===== config.mk =====
export PLATFORM = sky130hd
export DESIGN_NAME = smc_host
export DESIGN_NICKNAME = d
export VERILOG_FILES = /design/src/smc_pkg.sv /design/src/smc_host.sv
export SDC_FILE = /design/constraint.sdc
export NUM_CORES = 1
export LEC_CHECK = 0
export BUFFER_PORTS_ARGS = -buffer_cell sky130_fd_sc_hd__buf_4
export CELL_PAD_IN_SITES_DETAIL_PLACEMENT = 1
export CELL_PAD_IN_SITES_GLOBAL_PLACEMENT = 1
export CORE_UTILIZATION = 38
export CTS_CLUSTER_SIZE = 40
export DETAILED_ROUTE_END_ITERATION = 12
export GPL_TIMING_DRIVEN = 0
export PLACE_DENSITY = 0.85
export SLEW_MARGIN = 20
export SYNTH_ARGS = -nofsm -noshare
export SYNTH_HDL_FRONTEND = slang
export SYNTH_SLANG_ARGS = --single-unit

===== constraint.sdc =====
create_clock -name clk -period 2.8 [get_ports clk]
set_input_delay 0.28 -clock clk [delete_from_list [all_inputs] [get_ports clk]]
set_output_delay 0.28 -clock clk [all_outputs]
set_load 0.05 [all_outputs]

===== src/smc_pkg.sv =====
package smc_pkg;
   // ==========================================================
   // sizes
   localparam int ADDR_W = 14;
   localparam int DATA_W = 16;
   // ==========================================================
   // timing figures, in ns, and their cycle counts at 20 MHz
   localparam int CLK_NS     = 50;
   localparam int T_ACC_NS   = 35;   // address and select access, slow grade
   localparam int T_OE_NS    = 15;   // output enable to valid
   localparam int T_WP_NS    = 30;   // store strobe width
   localparam int T_DW_NS    = 20;   // data overlap before strobe rise
   localparam int T_CHZ_NS   = 20;   // deselect to float
   localparam int T_OHZ_NS   = 10;   // output drive off to float
   localparam int T_WC_NS    = 35;   // write cycle time
   // least times round up, at least one cycle
   localparam int RD_CYC_I  = (((T_ACC_NS > T_OE_NS) ? T_ACC_NS : T_OE_NS) + CLK_NS - 1) / CLK_NS;
   localparam int WP_CYC_I  = (((T_WP_NS > T_DW_NS) ? T_WP_NS : T_DW_NS) + CLK_NS - 1) / CLK_NS;
   localparam int HZ_CYC_I  = (((T_CHZ_NS > T_OHZ_NS) ? T_CHZ_NS : T_OHZ_NS) + CLK_NS - 1)
                              / CLK_NS;
   localparam int WC_CYC_I  = (T_WC_NS + CLK_NS - 1) / CLK_NS;
   localparam logic [3:0] RD_CYC = 4'(RD_CYC_I + 2);  // one more cycle per sync flop
   localparam logic [3:0] WP_CYC = 4'(WP_CYC_I);
   localparam logic [3:0] HZ_CYC = 4'(HZ_CYC_I);
   localparam logic [3:0] WC_CYC = 4'(WC_CYC_I);
   localparam logic [3:0] CNT_ONE = 4'h1;
   // ==========================================================
   typedef enum logic [2:0] {
      SMC_IDLE, SMC_RD, SMC_WSET, SMC_WPULSE, SMC_WREC, SMC_RREC
   } smc_state_e;
endpackage


===== src/smc_host.sv =====
`timescale 1ns/1ns
module smc_host
   import smc_pkg::*;
(
   input  wire logic                      clk,
   input  wire logic                      nrst,
   input  wire logic                      req_valid,
   output logic                           req_ready,
   input  wire logic                      req_write,
   input  wire logic [smc_pkg::ADDR_W-1:0] req_addr,
   input  wire logic [smc_pkg::DATA_W-1:0] req_wdata,
   output logic                           rsp_valid,
   output logic      [smc_pkg::DATA_W-1:0] rsp_rdata,
   output logic      [smc_pkg::ADDR_W-1:0] word_index_lines,
   output logic                           sel_n,
   output logic                           out_drive_n,
   output logic                           store_n,
   input  wire logic [smc_pkg::DATA_W-1:0] bidir_word_lines_i,
   output logic      [smc_pkg::DATA_W-1:0] bidir_word_lines_o,
   output logic                           bidir_word_lines_oe
);
   import smc_pkg::*;

   // ==========================================================
   // pin input synchroniser
   logic [DATA_W-1:0] dq_s1_r;
   logic [DATA_W-1:0] dq_s2_r;

   always_ff @(posedge clk) begin
      dq_s1_r <= bidir_word_lines_i;
      dq_s2_r <= dq_s1_r;
   end

   // ==========================================================
   // access sequencer
   smc_state_e        st_r, st_nxt;
   logic [3:0]        cnt_r, cnt_nxt;
   logic [ADDR_W-1:0] addr_r, addr_nxt;
   logic [DATA_W-1:0] wd_r, wd_nxt;
   logic [DATA_W-1:0] rd_r, rd_nxt;
   logic              sel_n_r, sel_n_nxt;
   logic              oe_n_r, oe_n_nxt;
   logic              we_n_r, we_n_nxt;
   logic              drv_r, drv_nxt;
   logic              rv_r, rv_nxt;

   assign req_ready = (st_r == SMC_IDLE);  // one access at a time

   // controls are registered; the strobe falls one edge before select, other controls may change together
   always_comb begin
      st_nxt    = st_r;
      cnt_nxt   = cnt_r;
      addr_nxt  = addr_r;
      wd_nxt    = wd_r;
      rd_nxt    = rd_r;
      sel_n_nxt = sel_n_r;
      oe_n_nxt  = oe_n_r;
      we_n_nxt  = we_n_r;
      drv_nxt   = drv_r;
      rv_nxt    = 1'b0;
      case (st_r)
         SMC_IDLE: begin
            sel_n_nxt = 1'b1;  // parked deselected
            oe_n_nxt  = 1'b1;
            we_n_nxt  = 1'b1;
            drv_nxt   = 1'b0;
            if (req_valid) begin
               addr_nxt = req_addr;  // index settles at the take edge, with select fall on reads
               wd_nxt   = req_wdata;
               if (req_write) begin
                  // drive stays high, strobe then select: module floats
                  we_n_nxt = 1'b0;
                  drv_nxt  = 1'b1;     // safe, module outputs are off
                  st_nxt   = SMC_WSET;
               end else begin
                  sel_n_nxt = 1'b0;    // strobe high, select and drive low
                  oe_n_nxt  = 1'b0;
                  cnt_nxt   = RD_CYC;
                  st_nxt    = SMC_RD;
               end
            end
         end
         SMC_RD: begin
            if (cnt_r == CNT_ONE) begin
               rd_nxt    = dq_s2_r;  // word sampled once access time passed
               rv_nxt    = 1'b1;
               sel_n_nxt = 1'b1;
               oe_n_nxt  = 1'b1;
               cnt_nxt   = HZ_CYC;
               st_nxt    = SMC_RREC;
            end else begin
               cnt_nxt = cnt_r - CNT_ONE;
            end
         end
         SMC_RREC: begin
            // module still floating its drivers
            if (cnt_r == CNT_ONE) begin
               st_nxt = SMC_IDLE;
            end else begin
               cnt_nxt = cnt_r - CNT_ONE;
            end
         end
         SMC_WSET: begin
            sel_n_nxt = 1'b0;  // overlap opens the store window
            cnt_nxt   = WP_CYC;
            st_nxt    = SMC_WPULSE;
         end
         SMC_WPULSE: begin
            if (cnt_r == CNT_ONE) begin
               we_n_nxt  = 1'b1;  // strobe rises with select, ends write
               sel_n_nxt = 1'b1;  // select up with data still held
               cnt_nxt   = WC_CYC;
               st_nxt    = SMC_WREC;
            end else begin
               cnt_nxt = cnt_r - CNT_ONE;
            end
         end
         SMC_WREC: begin
            drv_nxt = 1'b0;  // data held past the write end, hold time zero
            if (cnt_r == CNT_ONE) begin
               st_nxt = SMC_IDLE;  // recovery counted from first rise
            end else begin
               cnt_nxt = cnt_r - CNT_ONE;
            end
         end
         default: begin
            st_nxt = SMC_IDLE;
         end
      endcase
   end

   always_ff @(posedge clk) begin
      if (!nrst) begin
         st_r    <= SMC_IDLE;
         cnt_r   <= 4'h0;
         addr_r  <= '0;
         wd_r    <= '0;
         rd_r    <= '0;
         sel_n_r <= 1'b1;
         oe_n_r  <= 1'b1;
         we_n_r  <= 1'b1;
         drv_r   <= 1'b0;
         rv_r    <= 1'b0;
      end else begin
         st_r    <= st_nxt;
         cnt_r   <= cnt_nxt;
         addr_r  <= addr_nxt;
         wd_r    <= wd_nxt;
         rd_r    <= rd_nxt;
         sel_n_r <= sel_n_nxt;
         oe_n_r  <= oe_n_nxt;
         we_n_r  <= we_n_nxt;
         drv_r   <= drv_nxt;
         rv_r    <= rv_nxt;
      end
   end

   // ==========================================================
   // pin outputs, all registered
   assign word_index_lines    = addr_r;
   assign sel_n               = sel_n_r;
   assign out_drive_n         = oe_n_r;
   assign store_n             = we_n_r;
   assign bidir_word_lines_o  = wd_r;
   assign bidir_word_lines_oe = drv_r;
   assign rsp_valid           = rv_r;
   assign rsp_rdata           = rd_r;
endmodule // smc_host


==> reports/results.tsv <==
stage	metric	value	unit
floorplanning	die area	7930	um2
drt	1st-iter DRT viols	49	
sta	Tcrit/Tclk final	70.2	%
sta	Fin Hold WS	0.0156	ns
hold_path	Hold Path Sink	dq_s1_r[4]	
worst_setup_path	CP max FO	10	
worst_setup_path	Critical Path AT	2.20	ns
synthesis	Yosys cell types	37	
sta	max_slew headroom	59.9	%
hold_path	worst hold path class	input port to register	
clocking	later-pin clock latency in the skew report	0.37	ns
global_routing	total global routing overflow	0	
sta	Final TNS setup	0	ns
worst_setup_path	r2r setup slk	0.84	ns
sta	Max Slew Vio Count	0	
final_layout	final instance area	4040	um2
drt	vias post-DR	2552	
synthesis	Synth area leader	dfxtp_1	
worst_setup_path	cells on worst reg2reg path	7	
sta	clk_skew	0.0248	ns
clocking	post-cts resize count	0	
power	power per cell area	785	nW/um2
drt	TritonRoute pass-1 iters	4	
floorplanning	total I/O pin count	102	
synthesis	syn nets	360	
clocking	TritonCTS clock tree	done	
clocking	setup repair bufs after CTS	0	
drt	drc violations	0	
flow_run	max_cap viols	0	
synthesis	top cells by area, synth	dfxtp_1 63%, nand2_1 13%, a21oi_1 8.7%, clkbuf_1 1.6%, nor2_1 1.2%	
synthesis	sequential area share after synthesis	62.6	%
power	Max VDD drop	0.000422	V
worst_setup_path	Worst R2R End	rsp_rdata[11]	
synthesis	Synthesis Warnings	0	
worst_setup_path	crit end category	register	
floorplanning	Die W	89.0	um
sta	Tmin final	1.96	ns
sta	RSZ-0062 raised after global routing	false	
placement	# port buffers	101	
final_layout	fin util	55.4	%
global_routing	Total Routing Usage GR	19.9	%
placement	placed cell area	3760	um2
clocking	TritonCTS buffer count	9	
clocking	htree depth	3	
sta	Final setup viols	0	
global_routing	initial antenna violation count	0	
power	leakage power	1.70	nW
hold_path	Hold Crit Depth	1	
global_routing	vias in the first global route	2462	
synthesis	Synth top area share	62.6	%
final_layout	Final nets	480	
final_layout	n_diodes	0	
global_routing	first-pass GRT wire length	11.7	mm
drt	routed wire length per instance	14.7	um
floorplanning	Core ar.	7290	um2
final_layout	Area Overhead vs Synth	40.4	%
sta	Slew @ Worst Pin	0.598	ns
worst_setup_path	Critical Path RT	3.03	ns
synthesis	Synth Cell Area	2880	um2
worst_setup_path	Startpoint Class	register	
drt	Post-DRT Antenna Nets	0	
clocking	post-cts hold buffer count	5	
drt	wirelength, routed	7.80	mm
clocking	Reg clk slew, reported paths	0.10	ns
clocking	Clock Tree Buf Depth	2	
drt	Vias/cell	4.80	
final_layout	fraction of layout cells with a size suffix above 1	29.6	%
run_status	outcome	complete, no violations	
sta	Final Hold Fails	0	
clocking	clk sinks	90	
floorplanning	Row Count	31	
placement	detailed-placement wirelength estimate	5.70	mm
hold_path	hold_sp	bidir_word_lines_i[4]	
global_routing	largest net degree at the start of global routing	20	
floorplanning	initial core utilization	39.5	%
worst_setup_path	reg2reg start	cnt_r[0]	
floorplanning	Chip Height	89.0	um
clocking	Root Driver	clkbuf_8	
sta	f_max	0.509	GHz
synthesis	Synth Register Bits	90	
worst_setup_path	Worst Setup Path Type	register to register	
synthesis	synthesized area per cell	9.34	um2
placement	Routability Congestion	0.810	
synthesis	cell count after synthesis	308	
-- report_power, final --
| group | switching, W | internal [W] |
|---|---|---|
| clock | 0.000528 | 0.000355 |
| sequential | 0.0000679 | 0.00139 |
| combinational | 0.000548 | 0.000279 |
| total | 0.00114 | 0.00203 |
-- Yosys cell counts, drive strengths merged --
cell type,number
nand2,99
dfxtp,90
a21oi,50
clkbuf,12
nor2,9
buf,5
o21ai,5
inv,4
nor3,4
nand2b,3
nand3b,3
a211oi,2
a31oi,2
ha,2
o311ai,2
or2b,2
a221oi,1
and2,1
mux2i,1
nand3,1
nor3b,1
nor4,1
nor4b,1
o2111a,1
o221ai,1
o22a,1
o2bb2ai,1
o31ai,1
or3,1
or3b,1
-- worst max-delay path by stage --
stage	from	end	slack, ns	depth (start not counted)
3_5_place_dp	cnt_r[0]	rsp_rdata[9]	0.87	7
6_report	cnt_r[0]	rsp_rdata[11]	0.84	7
4_1_cts	cnt_r[0]	rsp_rdata[9]	0.84	7
5_1_grt	cnt_r[0]	rsp_rdata[14]	0.72	7
2_1_floorplan	st_r[0]	cnt_r[3]	0.90	5
3_3_place_gp	cnt_r[0]	rsp_rdata[13]	0.90	7
-- cells in the final DEF (no fill, tap or decap), types with 2 or more instances in the layout --
cell type / count
dfxtp_1: 90
nor3_1: 2
a211oi_1: 2
ha_1: 2
nand3b_1: 3
nand2b_1: 3
o21ai_0: 5
o311ai_0: 2
clkbuf_1: 12
a21oi_1: 50
dlygate4sd3_1: 8
nor2_1: 9
nand2_1: 99
inv_1: 3
buf_4: 103
a31oi_1: 2
clkbuf_8: 9
inv_8: 3
clkinv_4: 2
-- area by class of cell --
| cell class | count | area, um2 |
|---|---|---|
| Clock buffer | 9 | 124 |
| Clock inverter | 7 | 76.3 |
| Buffer | 17 | 90.1 |
| Fill cell | 894 | 3250 |
| Sequential cell | 90 | 1800 |
| Multi-Input combinational cell | 197 | 971 |
| Tap cell | 99 | 124 |
| Timing Repair Buffer | 109 | 838 |
| Inverter | 4 | 15.0 |
-- registers in the layout, summed over array words and instances, names as in the netlist --
register / count
bidir_word_lines_o: 16
bidir_word_lines_oe: 1
cnt_r: 4
dq_s1_r: 16
rsp_rdata: 16
rsp_valid: 1
word_index_lines: 14
st_r: 3
store_n: 1
out_drive_n: 1
sel_n: 1
dq_s2_r: 16
-- per-layer routing --
layer	vias up	share of wire, %	track usage (%)
met5	-	0	0
met4	0	2.2	10.1
met3	13	5.2	4.89
met2	80	51	35.4
met1	1200	42	22.1
li1	1259	-	-
-- stage by stage --
stage / setup slack (ns) / cells / power [W]
3_3_place_gp: 0.899 / 508 / 0.00228
4_1_cts: 0.845 / 529 / 0.00318
6_report: 0.836 / 532 / 0.00317
2_1_floorplan: 0.901 / 308 / 0.00203
5_1_grt: 0.724 / 532 / 0.00332
3_5_place_dp: 0.870 / 508 / 0.00231
-- worst max-delay path: stages (launching register included) --
cell and delay (ns):
dfxtp_1 0.43, ha_1 0.19, or3b_4 0.42, or3_1 0.39, buf_6 0.16, buf_8 0.13
nand2_1 0.06, a21oi_1 0.06
-- logic make-up (layout without fill, tap and decap cells) --
kind of cell               after synthesis  count (layout)  synth area share, %
and+or+nand+nor                        127             127                 19.5
adders and majority gates                2               2                0.869
DFF                                     90              90                 62.6
muxes                                    1               1                0.348
AOI/OAI and AO/OA                       67              67                 13.0
buffers and inverters                   21             146                 3.65
Power figures use the tool's default switching activity.
